`src/usb_frame_pkg.sv`:
```
// Shared constants and types of the frame number tracker
package usb_frame_pkg;

    // ------------------------------------------------------------
    // Bus geometry
    // ------------------------------------------------------------
    localparam int ADDR_W = 12;
    localparam int DATA_W = 32;
    localparam int FRAME_NUM_W = 11;
    localparam int TIMER_W = 16;

    // ------------------------------------------------------------
    // Register offsets
    // ------------------------------------------------------------
    localparam logic [ADDR_W-1:0] FRAME_REG_OFFSET = 12'h000;
    localparam logic [ADDR_W-1:0] IRQ_STATUS_OFFSET = 12'h004;
    localparam logic [ADDR_W-1:0] IRQ_ENABLE_OFFSET = 12'h008;
    localparam logic [ADDR_W-1:0] IRQ_CLEAR_OFFSET = 12'h00C;

    // ------------------------------------------------------------
    // Field positions
    // ------------------------------------------------------------
    localparam int CREATE_SOF_BIT = 15;
    localparam int STATUS_MSB = 13;
    localparam int STATUS_LSB = 12;
    localparam int FRAME_MSB = 10;

    // ------------------------------------------------------------
    // Frame status codes and reset values
    // ------------------------------------------------------------
    localparam logic [1:0] FS_BEFORE = 2'h0;
    localparam logic [1:0] FS_VALID = 2'h1;
    localparam logic [1:0] FS_LOST = 2'h2;
    localparam logic [1:0] FS_RESERVED = 2'h3;
    localparam logic CREATE_SOF_RESET = 1'b0;
    localparam logic [1:0] STATUS_RESET = FS_LOST;
    localparam logic [FRAME_NUM_W-1:0] FRAME_RESET = 11'h000;

    // ------------------------------------------------------------
    // Interrupt events
    // ------------------------------------------------------------
    localparam int NUM_EVENTS = 4;
    localparam int EV_SOF_RX = 0;
    localparam int EV_SOF_SYNTH = 1;
    localparam int EV_BEFORE = 2;
    localparam int EV_LOST = 3;
    localparam logic [NUM_EVENTS-1:0] IRQ_ENABLE_RESET = 4'h0;

    // ------------------------------------------------------------
    // Timing
    // ------------------------------------------------------------
    localparam int CLK_PERIOD_NS = 40;
    localparam int FRAME_TIME_NS = 1000000;
    localparam logic [TIMER_W-1:0] FRAME_CYCLES_DEFAULT =
        TIMER_W'(FRAME_TIME_NS / CLK_PERIOD_NS);
    localparam logic [1:0] BEFORE_FRAMES = 2'h1;
    localparam logic [1:0] LOST_FRAMES = 2'h2;

    // ------------------------------------------------------------
    // Types
    // ------------------------------------------------------------
    typedef struct packed {
        logic valid;
        logic [FRAME_NUM_W-1:0] number;
    } sof_token_s;

endpackage

```
`src/usb_frame_number_tracker.sv`:
```
// Frame number tracker with APB register access
//
// ------------------------------------------------------------
// Overview of operation
// - Create-SOF enable runs frame timer, flags SOF when host token missed.
// - Enabled and no SOF for one frame time: status becomes before.
// - In before status the frame field keeps the last received number.
// - Every SOF token received outside suspend sets status to valid.
// - System reset or suspend puts status into lost.
// - Enabled and no SOF for two frame times: status becomes lost.
// - With enable off, only reset or suspend leads to lost.
// - Each SOF frame number received outside suspend is captured into read-only bits 10:0.
// ------------------------------------------------------------
`timescale 1ns/1ps
module usb_frame_number_tracker
    import usb_frame_pkg::*;
#(
    parameter logic [TIMER_W-1:0] FRAME_CYCLES = FRAME_CYCLES_DEFAULT
) (
    input wire logic pclk,
    input wire logic presetn,
    input wire logic psel,
    input wire logic penable,
    input wire logic pwrite,
    input wire logic [ADDR_W-1:0] paddr,
    input wire logic [DATA_W-1:0] pwdata,
    output logic [DATA_W-1:0] prdata,
    output logic pready,
    output logic pslverr,
    input wire sof_token_s sof_token,
    input wire logic suspend,
    output logic sof_flag,
    output logic [1:0] frame_status,
    output logic irq
);

    // ------------------------------------------------------------
    // Declarations
    // ------------------------------------------------------------
    logic create_sof;
    logic [FRAME_NUM_W-1:0] frame_number;
    logic [1:0] missed;
    logic tick;
    logic sof_rx;
    logic silent_tick;
    logic wr_en;
    logic setup;
    logic mapped;
    logic [NUM_EVENTS-1:0] irq_enable;
    logic [NUM_EVENTS-1:0] irq_status;
    logic [NUM_EVENTS-1:0] irq_set;
    logic [NUM_EVENTS-1:0] irq_clear;
    logic [DATA_W-1:0] next_prdata;
    logic [TIMER_W-1:0] before_age;

    // ------------------------------------------------------------
    // Event qualification
    // ------------------------------------------------------------
    // Suspend overrides a token seen in the same cycle
    assign sof_rx = sof_token.valid && !suspend;
    // A frame boundary passed with no host token
    assign silent_tick = tick && create_sof && !sof_token.valid && !suspend;

    // ------------------------------------------------------------
    // Frame time counter
    // ------------------------------------------------------------
    // Timer stops while disabled so no timeout can ever fire
    frame_timer #(
        .LIMIT(FRAME_CYCLES)
    ) u_timer (
        .pclk(pclk),
        .presetn(presetn),
        .run(create_sof && !suspend),
        .restart(sof_rx),
        .tick(tick)
    );

    // ------------------------------------------------------------
    // Missed frame count
    // ------------------------------------------------------------
    // Saturates at two; further silent frames keep the lost state
    always_ff @(posedge pclk or negedge presetn) begin
        if (!presetn) begin
            missed <= 2'h0;
        end else if (sof_rx || suspend || !create_sof) begin
            missed <= 2'h0;
        end else if (silent_tick && missed != LOST_FRAMES) begin
            missed <= missed + 2'h1;
        end
    end

    // ------------------------------------------------------------
    // Frame status
    // ------------------------------------------------------------
    always_ff @(posedge pclk or negedge presetn) begin
        if (!presetn) begin
            frame_status <= STATUS_RESET;
        end else if (suspend) begin
            frame_status <= FS_LOST;
        end else if (sof_rx) begin
            frame_status <= FS_VALID;
        end else if (silent_tick && missed == BEFORE_FRAMES - 2'h1) begin
            frame_status <= FS_BEFORE;
        end else if (silent_tick && missed == LOST_FRAMES - 2'h1) begin
            frame_status <= FS_LOST;
        end
    end

    // ------------------------------------------------------------
    // Frame number capture
    // ------------------------------------------------------------
    // Held through before and lost so software sees the last token
    always_ff @(posedge pclk or negedge presetn) begin
        if (!presetn) begin
            frame_number <= FRAME_RESET;
        end else if (sof_rx) begin
            frame_number <= sof_token.number;
        end
    end

    // ------------------------------------------------------------
    // Start-of-frame flag
    // ------------------------------------------------------------
    always_ff @(posedge pclk or negedge presetn) begin
        if (!presetn) begin
            sof_flag <= 1'b0;
        end else begin
            sof_flag <= sof_rx || silent_tick;
        end
    end

    // ------------------------------------------------------------
    // Interrupt events
    // ------------------------------------------------------------
    always_comb begin
        irq_set = '0;
        irq_set[EV_SOF_RX] = sof_rx;
        irq_set[EV_SOF_SYNTH] = silent_tick;
        irq_set[EV_BEFORE] = silent_tick && missed == 2'h0;
        irq_set[EV_LOST] = (suspend && frame_status != FS_LOST)
            || (silent_tick && missed == BEFORE_FRAMES);
    end

    assign irq_clear = (wr_en && paddr == IRQ_CLEAR_OFFSET) ?
        pwdata[NUM_EVENTS-1:0] : '0;

    event_irq u_irq (
        .pclk(pclk),
        .presetn(presetn),
        .event_set(irq_set),
        .event_clear(irq_clear),
        .event_enable(irq_enable),
        .event_status(irq_status),
        .irq(irq)
    );

    // ------------------------------------------------------------
    // APB slave
    // ------------------------------------------------------------
    // One fixed wait-free access: pready rises in the first access cycle
    assign setup = psel && !penable;
    assign wr_en = psel && penable && pready && pwrite;

    always_comb begin
        next_prdata = '0;
        mapped = 1'b1;
        if (paddr == FRAME_REG_OFFSET) begin
            next_prdata[CREATE_SOF_BIT] = create_sof;
            next_prdata[STATUS_MSB:STATUS_LSB] = frame_status;
            next_prdata[FRAME_MSB:0] = frame_number;
        end else if (paddr == IRQ_STATUS_OFFSET) begin
            next_prdata[NUM_EVENTS-1:0] = irq_status;
        end else if (paddr == IRQ_ENABLE_OFFSET) begin
            next_prdata[NUM_EVENTS-1:0] = irq_enable;
        end else if (paddr == IRQ_CLEAR_OFFSET) begin
            next_prdata = '0;
        end else begin
            mapped = 1'b0;
        end
    end

    always_ff @(posedge pclk or negedge presetn) begin
        if (!presetn) begin
            pready <= 1'b0;
            pslverr <= 1'b0;
            prdata <= '0;
        end else begin
            pready <= setup;
            pslverr <= setup && !mapped;
            prdata <= (setup && !pwrite) ? next_prdata : '0;
        end
    end

    // ------------------------------------------------------------
    // Writable registers
    // ------------------------------------------------------------
    always_ff @(posedge pclk or negedge presetn) begin
        if (!presetn) begin
            create_sof <= CREATE_SOF_RESET;
        end else if (wr_en && paddr == FRAME_REG_OFFSET) begin
            create_sof <= pwdata[CREATE_SOF_BIT];
        end
    end

    always_ff @(posedge pclk or negedge presetn) begin
        if (!presetn) begin
            irq_enable <= IRQ_ENABLE_RESET;
        end else if (wr_en && paddr == IRQ_ENABLE_OFFSET) begin
            irq_enable <= pwdata[NUM_EVENTS-1:0];
        end
    end

    // ------------------------------------------------------------
    // Assertion helpers
    // ------------------------------------------------------------
    // A delay range cannot span a frame, so the wait is counted
    always_ff @(posedge pclk or negedge presetn) begin
        if (!presetn) begin
            before_age <= '0;
        end else if (missed == 2'h1 && !silent_tick) begin
            before_age <= before_age + 16'h0001;
        end else begin
            before_age <= '0;
        end
    end
endmodule

```
`src/frame_timer.sv`:
```
// Frame-time divider producing a one-cycle tick per frame
`timescale 1ns/1ps
module frame_timer
    import usb_frame_pkg::*;
#(
    parameter logic [TIMER_W-1:0] LIMIT = FRAME_CYCLES_DEFAULT
) (
    input wire logic pclk,
    input wire logic presetn,
    input wire logic run,
    input wire logic restart,
    output logic tick
);

    logic [TIMER_W-1:0] count;

    // Restart aligns the frame grid to the last host token
    always_ff @(posedge pclk or negedge presetn) begin
        if (!presetn) begin
            count <= '0;
            tick <= 1'b0;
        end else if (!run || restart) begin
            count <= '0;
            tick <= 1'b0;
        end else if (count == LIMIT - 16'h0001) begin
            count <= '0;
            tick <= 1'b1;
        end else begin
            count <= count + 16'h0001;
            tick <= 1'b0;
        end
    end

endmodule

```
`src/event_irq.sv`:
```
// Sticky event status, enable gating and interrupt output
`timescale 1ns/1ps
module event_irq
    import usb_frame_pkg::*;
(
    input wire logic pclk,
    input wire logic presetn,
    input wire logic [NUM_EVENTS-1:0] event_set,
    input wire logic [NUM_EVENTS-1:0] event_clear,
    input wire logic [NUM_EVENTS-1:0] event_enable,
    output logic [NUM_EVENTS-1:0] event_status,
    output logic irq
);

    // Set beats clear so a same-cycle event is never lost
    for (genvar i = 0; i < NUM_EVENTS; i++) begin : g_bit
        always_ff @(posedge pclk or negedge presetn) begin
            if (!presetn) begin
                event_status[i] <= 1'b0;
            end else if (event_set[i]) begin
                event_status[i] <= 1'b1;
            end else if (event_clear[i]) begin
                event_status[i] <= 1'b0;
            end
        end
    end

    always_ff @(posedge pclk or negedge presetn) begin
        if (!presetn) begin
            irq <= 1'b0;
        end else begin
            irq <= |(event_status & event_enable);
        end
    end

endmodule

```
`config.mk`:
```
export PLATFORM = sky130hd
export DESIGN_NAME = usb_frame_number_tracker
export DESIGN_NICKNAME = d
export VERILOG_FILES = /design/src/usb_frame_pkg.sv /design/src/usb_frame_number_tracker.sv /design/src/frame_timer.sv /design/src/event_irq.sv
export SDC_FILE = /design/constraint.sdc
export NUM_CORES = 1
export LEC_CHECK = 0
export ABC_AREA = 1
export BUFFER_PORTS_ARGS = -buffer_cell sky130_fd_sc_hd__buf_2
export CAP_MARGIN = 20
export CORE_UTILIZATION = 53
export DETAILED_ROUTE_END_ITERATION = 7
export PLACE_DENSITY = 0.83
export SETUP_SLACK_MARGIN = 0.15
export SYNTH_ARGS = -nofsm -noshare
export SYNTH_HDL_FRONTEND = slang
export SYNTH_HIERARCHICAL = 1
export SYNTH_SLANG_ARGS = --single-unit
```
`constraint.sdc`:
```
create_clock -name pclk -period 2.1 [get_ports pclk]
set_input_delay 0.42 -clock pclk [delete_from_list [all_inputs] [get_ports pclk]]
set_output_delay 0.42 -clock pclk [all_outputs]
set_load 0.005 [all_outputs]
```
Yosys cells after proc, flatten, opt, wreduce, memory -nomap -nowiden. Index checks and enable logic that the tools add are counted.

Reduce and logical (&&, ||, !) cells: 39. Muxes and demuxes: 29. Bitwise logic cells: 1. Equality and inequality tests: 7. Add/subtract/negate cells: 2.

Operators by type and width (number): $mux W16 (3); $eq A12 B4 Y1 const B (2); $logic_and A1 B1 Y1 (18); $add A16 B1 Y16 const B (1); $eq A16 B15 Y1 const B (1); $mux W1 (15); $mux W2 (7); $eq A12 B3 Y1 const B (1); $logic_not A12 Y1 (1); $mux W4 (3); $mux W11 (1); $reduce_bool A2 Y1 (5); $logic_not A1 Y1 (7); $logic_or A1 B1 Y1 (5); $and A4 B4 Y4 (1); $ne A2 B2 Y1 const B (2); $reduce_bool A4 Y1 (1); $reduce_or A4 Y1 (1); $add A2 B1 Y2 const B (1); $eq A2 B1 Y1 const B (1); $logic_not A2 Y1 (1).

Word-level logic and storage cells: 94. Flip-flop bits (word level): 61.

Depth between registers and ports, before layout. Gate-level depths: netlist of run 1.

Depth in word-level cells: 8. Gate-level depth with buffers: 9.

Hierarchy. Netlist of run 1, hierarchy kept.

Modules (own cells, without submodules): usb_frame_number_tracker (cells an instance 225, area an instance 1898.1 um2, times used 1); frame_timer (cells an instance 120, area an instance 932.1 um2, times used 1); event_irq (cells an instance 22, area an instance 203.9 um2, times used 1).

Worst setup path after synthesis of run 1. Ideal clock, no wire load.

Path type: input port to flip-flop. From: input sof_token[11] in the netlist's numbering. To: register u_timer.count[2]. Stages on the path: 6. Required time: 2.012 ns. Setup slack: 0.742 ns. Arrival time: 1.271 ns. Setup time: 0.088 ns. Buffers on the path: 1. Cell sequence: inv_1 nor2_2 buf_2 nor2_1 clkinv_1 nor3_1.

Cells in the longest elaborated chain, start to end: 3.

RTL lines: start, declared (RTL line usb_frame_number_tracker.sv:30) `input wire sof_token_s sof_token,`; $logic_and A1 B1 Y1 (RTL line usb_frame_number_tracker.sv:60) `assign sof_rx = sof_token.valid && !suspend;`; named net irq_set[0] (RTL line usb_frame_number_tracker.sv:51) `logic [NUM_EVENTS-1:0] irq_set;`; $logic_or A1 B1 Y1 (RTL line frame_timer.sv:22) `end else if (!run || restart) begin`; $mux W16 (RTL line frame_timer.sv:22); end signal, assigned (RTL line frame_timer.sv:29) `count <= count + 16'h0001;`; end, declared (RTL line frame_timer.sv:15) `logic [TIMER_W-1:0] count;`.

The timed path passes the listed nets, and every way through them passes these cells. A chain may end at the register's enable or synchronous reset.

Worst setup path in the final report of run 1.
From: register u_timer.count[0]. To: register u_timer.count[8].

Cells in the longest elaborated chain, start to end: 3.

RTL lines: $add A16 B1 Y16 / $eq A16 B15 Y1 (equally long branches) (RTL line frame_timer.sv:29, frame_timer.sv:25); $mux W16 (*) (RTL line frame_timer.sv:25) `end else if (count == LIMIT - 16'h0001) begin`; $mux W16 (*) (RTL line frame_timer.sv:22).

Every way passes the cells marked *; elsewhere a longest branch is shown, timed or not.

==> results of run 1 <==
cell usage after synthesis, types with 2 or more instances:
cell type / number
nand2_1: 89
dfrtp_1: 58
nor2_1: 51
inv_1: 45
nand3_1: 23
buf_4: 19
nor2_2: 10
o21ai_0: 7
o21ai_1: 7
nand4_1: 6
nor2_4: 6
xor2_1: 6
o21bai_1: 5
ha_1: 4
inv_2: 4
nand2_2: 4
nand3_2: 3
nor3_2: 3
a31oi_1: 2
buf_6: 2
clkinv_1: 2
nand2_4: 2
metal layers:
metal  part of all wire, %  wire length (um)  global-route usage, %
met5                     0                 0                      0
met4                   1.5                85                   12.1
met3                   5.1               286                   4.47
met2                    51              2840                   35.8
met1                    43              2410                   24.9
worst register-to-register path, delay by kind of cell (launching register included):
family,cells,cell delay (ns)
AND/OR/NAND/NOR,6,0.66
buffers and inverters,1,0.09
adder cells (fa/ha/maj),1,0.21
flip-flops,1,0.39
cell type report:
class / instances / area (um2) / share of cell area (%)
clock buffer: 12 / 165 / 4.69
timing repair buffer: 57 / 293 / 8.31
sequential: 59 / 1480 / 41.9
clock inverter: 4 / 47.5 / 1.35
tap: 72 / 90.1 / 2.56
inverter: 51 / 191 / 5.43
multi-input combinational: 252 / 1260 / 35.7
kinds of logic (layout without fill, tap and decap cells):
kind of cell | after synthesis | in the layout
AOI/OAI and AO/OA | 23 | 23
xor gates and xnor gates | 7 | 7
adders and majority gates | 4 | 4
buffers and inverters | 73 | 124
DFF | 59 | 59
other | 1 | 18
and+or+nand+nor | 200 | 200
worst max path at each step:
stage                               start                    endpoint  slack, ns  cells past startpoint
5_1_grt            create_sof$_DFFE_PN0P_  u_timer/count[2]$_DFF_PN0_       0.45                      6
4_1_cts        u_timer/count[0]$_DFF_PN0_  u_timer/count[8]$_DFF_PN0_       0.63                      8
2_1_floorplan               sof_token[11]  u_timer/count[2]$_DFF_PN0_       0.74                      6
3_5_place_dp                      suspend  u_timer/count[2]$_DFF_PN0_       0.53                      6
6_report       u_timer/count[0]$_DFF_PN0_  u_timer/count[8]$_DFF_PN0_       0.64                      8
3_3_place_gp                      suspend  u_timer/count[2]$_DFF_PN0_       0.56                      6
through the flow:
stage	utilization, %	total power [mW]	instance area (um2)	instances
floorplan	-	1.32	3100	384
global placement	60.1	1.38	3310	491
detailed placement	60.1	1.38	3310	491
CTS	64.0	2.46	3520	507
global route	64.0	2.53	3520	507
finish	64.0	2.43	3520	507
power by group through the flow:
stage | sequential (mW) | combinational [mW] | clock [mW]
3_3_place_gp | 1.21 | 0.167 | 0
5_1_grt | 1.19 | 0.200 | 1.14
6_report | 1.19 | 0.172 | 1.07
3_5_place_dp | 1.21 | 0.173 | 0
2_1_floorplan | 1.21 | 0.112 | 0
4_1_cts | 1.19 | 0.175 | 1.10
registers in the layout, summed over array words and instances (netlist names):
| register | cells |
|---|---|
| u_timer/count | 16 |
| prdata | 14 |
| frame_number | 11 |
| irq_enable | 4 |
| u_irq/event_status | 4 |
| frame_status | 2 |
| missed | 2 |
| create_sof | 1 |
| pready | 1 |
| pslverr | 1 |
| sof_flag | 1 |
| u_irq/irq | 1 |
| u_timer/tick | 1 |
==> metrics.yaml, run 1 <==
status:
  status: "complete, no violations"
power_and_ir_drop:
  netSwitchingPower_mw: 0.558
  pwr-share-clk_pct: 44.0
  p_int_mw: 1.87
  switching_share_pct: 23.0
  power_density_nw_per_um2: 690
  leakage_nw: 1.90
  ir_drop_v: 0.000378
  sequentialPowerShare_pct: 49.0
  comb_power_share_pct: 7.1
clock_network:
  root_buffer: "clkbuf_8"
  cts_tree: "yes"
  cts_buffers: 9
  postCtsSetupRepairBufs: 0
  path_clk_slew_ns: 0.07
  cts.sink_count: 59
  ctsHoldBuffers: 0
  cts_resized: 0
  htreeDepth: 3
  clk_path_buf_depth: 2
  insertion_delay_ns: 0.34
worst_setup_path:
  crit_chain: "ha_1 -> nand2_1 -> inv_1 -> nand2_1 -> nor2_1 -> nand2_1 -> nand2_1 -> nor2_1"
  startpoint_type: "flop"
  r2r_cells: 8
  crit_path_max_incr_delay_ns: 0.39
  worst-path-buf-inv: 1
  rr_endpoint: "u_timer/count[8]$_DFF_PN0_"
  worstSetupPathType: "flop to flop"
  cp_data_arrival_time_ns: 1.67
  regToRegSetupSlack_ns: 0.64
  worst_path_dominant_cell_family: "simple AND/OR/NAND/NOR gates"
  r2r-start: "u_timer/count[0]$_DFF_PN0_"
  cp_common_cell: "nand2_1"
  cp.required_ns: 2.31
  cpMaxStageDelayCell: "dfrtp_1"
  crit_path_end_kind: "flop"
  worstPathMaxFanout: 6
synthesis:
  synth_cell_type_count: 31
  yosysSeqAreaShare_pct: 48.7
  synth_edf_count: 0
  synthCells: 367
  netlist.area_leader.share_pct: 47.8
  synth.ff_latch_count: 59
  ys_warn_count: 6
  synth_ff_type: "dfrtp_1"
  avgSynthCellArea_um2: 8.27
  synth_compound_gate_area_share_pct: 4.37
  synthAdderAreaFrac_pct: 1.65
  synth_mux_area_share_pct: 0
  syn_area_um2: 3030
  synth_top_family_by_area: "simple AND/OR/NAND/NOR gates"
  synthSimpleGateAreaFrac_pct: 31.2
  synthTopCellsByArea: "dfrtp_1 48%, nand2_1 11%, nor2_1 6.3%"
  synth_xor_area_share_pct: 2.02
  yosys.area.top_type: "dfrtp_1"
  async_flop_share_pct: 100
run:
  max-cap-violations: 0
drt:
  wirelength_um: 5630
  dr.pass1.iters: 5
  via_per_inst: 4.78
  vias: 2425
  drt.antenna.violating_nets: 0
  drc: 0
  wire_per_inst_um: 11.1
  drt_iter0_drc: 130
place:
  gp_congestion: 0.883
  dp_hpwl_um: 4140
  dp_slack_ns: 0.526
  portBuffers: 54
sta:
  min_period_over_period_pct: 69.4
  hold_viol_final: 0
  tns_ns: 0
  period_minus_slack_ns: 1.46
  worst_hold_slack_ns: 0.0826
  rsz0062_at_grt: "false"
  max_freq_mhz: 686
  worstMarginPinSlew_ns: 0.592
  setup_violations: 0
  drv_slew: 0
  finalWorstSetupSlack_ns: 0.642
  fin_skew_ns: 0.0114
  slew_headroom_pct: 60.5
global_routing:
  grt_max_degree: 28
  grt_usage_pct: 21.2
  antenna_found_initial: 0
  overflow: 0
  grt_pass1_wl_um: 9850
  grt_pass1_vias: 2347
floorplan:
  floorplan.initialDensity_pct: 55.1
  fp.dieH_um: 77.7
  die_w_um: 77.7
  ios: 100
  coreArea_um2: 5510
  die_area_um2: 6030
  fp-row-count: 27
finish:
  fill_cells: 438
  drive_gt1_share_pct: 24.6
  final_common_cell: "nand2_1"
  antenna_cells: 0
  fin_nets: 496
  area_delta_synth_final_pct: 16.1
  final_cell_mix: "89 x nand2_1, 58 x dfrtp_1, 54 x buf_2, 51 x nor2_1, 45 x inv_1"
min_path:
  hold_path.class: "primary input to async pin"
Note: power is estimated with default switching activity, not from simulation.
==> run 2, diff against run 1 <==
Settings changed: CORE_UTILIZATION 53 to 46, PLACE_DENSITY 0.83 to 0.77.
Clock period 2.1 ns to 1.3 ns, I/O delays scaled along.
==> run 2 against run 1 <==
Design area increased by 14%; die area increased by 15%; global-route usage decreased by 0.30 points; sequential cell count unchanged; first-iteration DRC count increased by 15%; critical path depth unchanged; worst setup slack got worse by 0.60 ns; fmax increased by 16%; clock skew decreased by 0.0042 ns; largest cell class is now multi-input gates.
==> metrics.yaml, run 2 (same netlist as run 1, synthesis figures left out) <==
status:
  status: "complete, no violations"
finish:
  final_util_pct: 63.1
  final_cell_mix: "81 x nand2_1, 55 x dfrtp_1, 53 x buf_2, 39 x inv_1, 29 x nor2_1"
  drive_gt1_share_pct: 38.3
  fin_nets: 515
  antenna_cells: 0
  reg.largest.list: "u_timer/count x16, prdata x14, frame_number x11"
  final_common_cell: "nand2_1"
  largest_register: "u_timer/count"
  largest_reg_flops: 16
  area_delta_synth_final_pct: 32.0
power_and_ir_drop:
  pwr-share-clk_pct: 44.3
  ir_drop_v: 0.000862
  switching_share_pct: 24.5
  p_int_mw: 3.11
  netSwitchingPower_mw: 1.01
  leakage_nw: 2.07
  sequentialPowerShare_pct: 46.6
  comb_power_share_pct: 9.1
  power_density_nw_per_um2: 1030
  p_total_mw: 4.13
clock_network:
  cts.sink_count: 59
  clk_path_buf_depth: 2
  root_buffer: "clkbuf_8"
  cts_tree: "yes"
  insertion_delay_ns: 0.34
  cts_buffers: 9
  path_clk_slew_ns: 0.07
  htreeDepth: 3
worst_setup_path:
  worstPathMaxFanout: 6
  crit_path_end_kind: "flop"
  cp.required_ns: 1.53
  startpoint_type: "flop"
  worstSetupPathType: "flop to flop"
  r2r_cells: 8
  cp_data_arrival_time_ns: 1.49
sta:
  tns_ns: 0
  finalWorstSetupSlack_ns: 0.0393
  max_freq_mhz: 793
  min_period_over_period_pct: 97.0
  drv_slew: 0
  rsz0062_at_grt: "true"
  setup_violations: 0
  fin_skew_ns: 0.00719
  hold_viol_final: 0
  period_minus_slack_ns: 1.26
run:
  max-cap-violations: 0
floorplan:
  fp-row-count: 29
  ios: 100
  die_area_um2: 6920
  floorplan.initialDensity_pct: 47.8
  die_w_um: 83.2
  coreArea_um2: 6350
  fp.dieH_um: 83.2
global_routing:
  overflow: 0
  antenna_found_initial: 0
  grt_pass1_wl_um: 11400
  grt_usage_pct: 20.9
  grt_pass1_vias: 2557
  grt_max_degree: 60
place:
  portBuffers: 54
  gp_congestion: 0.837
  dp_hpwl_um: 4380
  dp_slack_ns: 0.000931
drt:
  vias: 2615
  wirelength_um: 7080
  dr.pass1.iters: 4
  via_per_inst: 4.92
  drc: 0
  drt_iter0_drc: 149
  drt.antenna.violating_nets: 0
  wire_per_inst_um: 13.3
min_path:
  min_path_cells: 2
  hold_path.class: "primary input to flop"
==> run 2: changes by cell type in the layout (fill, tap and decap cells not counted), sizes merged <==
| cell | previous run | this run |
|---|---|---|
| dlygate4sd3 | 0 | 1 |
| clkbuf | 12 | 9 |
| clkinvlp | 1 | 2 |
| bufinv | 1 | 2 |
| buf | 57 | 74 |
| inv | 49 | 51 |
==> run 2: final timing paths <==
path / start / to / slack [ns]
setup / recovery: u_timer/count[1]$_DFF_PN0_ / u_timer/count[3]$_DFF_PN0_ / 0.04
hold / removal: penable / pready$_DFF_PN0_ / 0.09
setup reg to reg: u_timer/count[1]$_DFF_PN0_ / u_timer/count[3]$_DFF_PN0_ / 0.04
hold reg to reg: frame_number[9]$_DFFE_PN0P_ / frame_number[9]$_DFFE_PN0P_ / 0.47
max in group asynchronous: presetn / frame_status[1]$_DFFE_PN1P_ / 0.56
min in group asynchronous: presetn / pready$_DFF_PN0_ / 0.44
==> run 2: through the flow <==
step | std cells | hold slack (ns) | area [um2]
2_1_floorplan | 384 | -0.0356 | 3110
3_3_place_gp | 503 | 0.286 | 3410
3_5_place_dp | 503 | 0.288 | 3410
4_1_cts | 525 | 0.0735 | 3750
5_1_grt | 531 | 0.0826 | 4000
6_report | 531 | 0.0897 | 4000
==> run 2: final cells by class <==
cell class | instances | area (um2)
Clock buffer | 9 | 124
Inverter | 51 | 196
Multi-Input combinational cell | 252 | 1520
Sequential cell | 59 | 1480
Tap cell | 77 | 96.3
Timing Repair inverter | 1 | 7.51
Timing Repair Buffer | 75 | 489
Clock inverter | 7 | 91.3
Fill cell | 510 | 2350
==> run 2: routing by layer <==
metal / global-route usage (%) / share of wire [%] / up-vias
li1: - / - / 1252
met1: 24.4 / 40 / 1228
met2: 33.8 / 49 / 105
met3: 6.66 / 5.8 / 30
met4: 11.8 / 4.8 / 0
met5: 0 / 0 / -
==> run 2: repair_timing <==
item,CTS,global route
gates cloned,1,0
endpoints found under the hold margin,58,0
gates resized for setup,21,56
setup endpoints to repair,22,26
buffers inserted,4,6
pin swaps,10,28
hold buffers,1,0
==> run 2: power groups by stage <==
stage	clock, mW	sequential (mW)	combinational (mW)
after floorplan	0	1.95	0.183
after global placement	0	1.95	0.297
after detailed placement	0	1.96	0.305
after CTS	1.87	1.92	0.336
after global routing	1.94	1.93	0.428
final	1.83	1.92	0.373
==> run 2: critical path, cell delays in order, from the launching register on <==
cell,delay (ns)
dfrtp_1,0.41
ha_4,0.18
nand2_4,0.07
inv_4,0.08
nand2_4,0.05
nor2_4,0.11
nand2_4,0.09
nand2_8,0.12
nor2_2,0.04
==> run 3, diff against run 2 <==
Settings changed: ABC_AREA 1 to default, CORE_UTILIZATION 46 to 45, PLACE_DENSITY 0.77 to 0.76.
==> run 3 against run 2 <==
The flow now finishes with violations (setup timing); fmax decreased by 32%; highest routed layer unchanged; critical path depth is 4 lower; non-clock buffer count grew 26; register-to-register slack got worse by 0.58 ns; critical endpoint is now u_timer/count[4]$_DFF_PN0_; synthesized cell count shrank 32%; sequential power barely moved; worst setup slack lost 0.58 ns; sequential cell count stayed put.
==> metrics.yaml, run 3 <==
floorplan:
  coreArea_um2: 5960
  fp.dieH_um: 80.8
  die_w_um: 80.8
  ios: 100
  die_area_um2: 6520
  fp-row-count: 28
  floorplan.initialDensity_pct: 46.9
global_routing:
  grt_pass1_vias: 2120
  grt_usage_pct: 19.8
  overflow: 0
  antenna_found_initial: 0
  grt_max_degree: 60
  grt_pass1_wl_um: 9470
place:
  dp_hpwl_um: 4040
  portBuffers: 54
  gp_congestion: 0.821
  dpl-instance-area_um2: 3340
synthesis:
  yosysMostFrequentCell: "dfrtp_1"
  synth_ff_type: "dfrtp_1"
  async_flop_share_pct: 100
  syn_area_um2: 2790
  yosys.area.top_type: "dfrtp_1"
  synth_edf_count: 0
  ys_warn_count: 6
  synth.ff_latch_count: 59
  synth_cell_type_count: 40
  avgSynthCellArea_um2: 11.3
  synthTopCellsByArea: "dfrtp_1 52%, mux2_2 5.6%, buf_4 5.1%"
  yosysSeqAreaShare_pct: 52.9
  yosys-top-cells-count: "58 x dfrtp_1, 23 x nor2_1, 19 x buf_4"
  synthCells: 248
  netlist.area_leader.share_pct: 52.0
drt:
  drc: 0
  drt.antenna.violating_nets: 0
  dr.pass1.iters: 4
  vias: 2180
  wire_per_inst_um: 14.4
  wirelength_um: 6250
  via_per_inst: 5.01
  drt_iter0_drc: 149
power_and_ir_drop:
  p_total_mw: 4.27
  ir_drop_v: 0.000821
  leakage_nw: 1.87
  power_density_nw_per_um2: 1100
worst_setup_path:
  cp.required_ns: 1.52
  regToRegSetupSlack_ns: -0.54
  rr_endpoint: "u_timer/count[4]$_DFF_PN0_"
  worstSetupPathType: "flop to flop"
  r2r_cells: 4
  r2r-start: "u_timer/count[3]$_DFF_PN0_"
  startpoint: "u_timer/count[3]$_DFF_PN0_"
  cp_data_arrival_time_ns: 2.07
  cp-endpoint: "u_timer/count[4]$_DFF_PN0_"
  worstPathMaxFanout: 8
  startpoint_type: "flop"
  crit_path_end_kind: "flop"
clock_network:
  htreeDepth: 3
  root_buffer: "clkbuf_8"
  cts_buffers: 9
  cts.sink_count: 59
  clk_path_buf_depth: 2
  insertion_delay_ns: 0.34
  path_clk_slew_ns: 0.07
  cts_tree: "yes"
sta:
  fin_skew_ns: 0.0121
  min_period_over_period_pct: 142
  tns_ns: -8.82
  finalWorstSetupSlack_ns: -0.542
  setup_violations: 17
  drv_slew: 0
  max_freq_mhz: 543
  rsz0062_at_grt: "true"
  period_minus_slack_ns: 1.84
  hold_viol_final: 0
finish:
  fin_nets: 421
  largest_register: "u_timer/count"
  largest_reg_flops: 16
  reg.largest.list: "u_timer/count x16, prdata x14, frame_number x11"
  final_common_cell: "dfrtp_1"
  final_cell_mix: "58 x dfrtp_1, 52 x buf_2, 40 x buf_4, 18 x conb_1, 17 x nor2_1"
  finalInstanceArea_um2: 3880
  antenna_cells: 0
  area_delta_synth_final_pct: 38.9
  drive_gt1_share_pct: 49.4
  fill_cells: 452
min_path:
  hold_path.class: "primary input to flop"
run:
  max-cap-violations: 0
status:
  status: "finished, violations left"
  failed_checks: "setup timing"
## run 3: cell type report
| type | count | area, um2 | area share, % |
|---|---|---|---|
| Clock buffer | 11 | 141 | 3.65 |
| Clock inverter | 5 | 100 | 2.58 |
| Inverter | 16 | 60.1 | 1.55 |
| Multi-Input combinational cell | 168 | 1320 | 34.1 |
| Sequential cell | 59 | 1480 | 38.1 |
| Tap cell | 75 | 93.8 | 2.42 |
| Timing Repair Buffer | 101 | 682 | 17.6 |
## run 3: worst min-delay path by stage
stage | to | slack [ns] | depth (start not counted) | from
after floorplan | create_sof$_DFFE_PN0P_ | -0.04 | 0 | presetn
after global placement | frame_number[10]$_DFFE_PN0P_ | 0.28 | 2 | presetn
after detailed placement | prdata[10]$_DFF_PN0_ | 0.29 | 2 | presetn
after CTS | frame_number[6]$_DFFE_PN0P_ | 0.15 | 2 | sof_token[6]
after global routing | frame_number[6]$_DFFE_PN0P_ | 0.15 | 2 | sof_token[6]
final | frame_number[6]$_DFFE_PN0P_ | 0.15 | 2 | sof_token[6]
## run 3: cells by family after synthesis
logic type                 after synthesis  synth area share, %
muxes                                   21                 8.25
buffers and inverters                   39                 8.34
AOI/OAI and AO/OA                       16                 3.85
xor gates and xnor gates                14                 4.39
DFF                                     59                 52.9
other                                    1                0.134
adders and majority gates                4                 1.79
and+or+nand+nor                         94                 20.3
## run 3: critical path: stages, from the launching register on
cell      delay (ns)
dfrtp_1         0.37
or4_1           0.52
or4_4           0.60
nand3b_4        0.18
nor2_1          0.06
## run 3: power by group
group | total, mW | internal [mW] | leakage [nW] | switching [mW]
combinational | 0.329 | 0.166 | 0.961 | 0.163
clock | 2.01 | 1.32 | 0.123 | 0.690
sequential | 1.93 | 1.90 | 0.781 | 0.0316
total | 4.27 | 3.39 | 1.87 | 0.884
## run 3: routing by layer
metal	track usage, %	wire length (um)	up-vias
met4	11.4	161	0
met5	0	0	-
met1	22.7	2550	1064
li1	-	-	1032
met2	34.8	3280	69
met3	3.48	268	15
## run 3: metrics by stage
stage          instances  hold WS, ns  utilization [%]  setup WS [ns]
2_1_floorplan        265      -0.0356                -         -0.549
3_3_place_gp         404        0.284             56.0         -0.538
3_5_place_dp         404        0.287             56.0         -0.573
4_1_cts              430        0.148             62.6         -0.526
5_1_grt              435        0.149             65.1         -0.585
6_report             435        0.153             65.1         -0.542
## run 3: what timing repair did
item	in CTS	in global routing
setup buffers	8	4
endpoints found under the setup margin	31	41
hold buffers	1	0
cloned	1	1
gates resized for setup	16	32
hold endpoints to repair	58	0
pin swaps	10	12
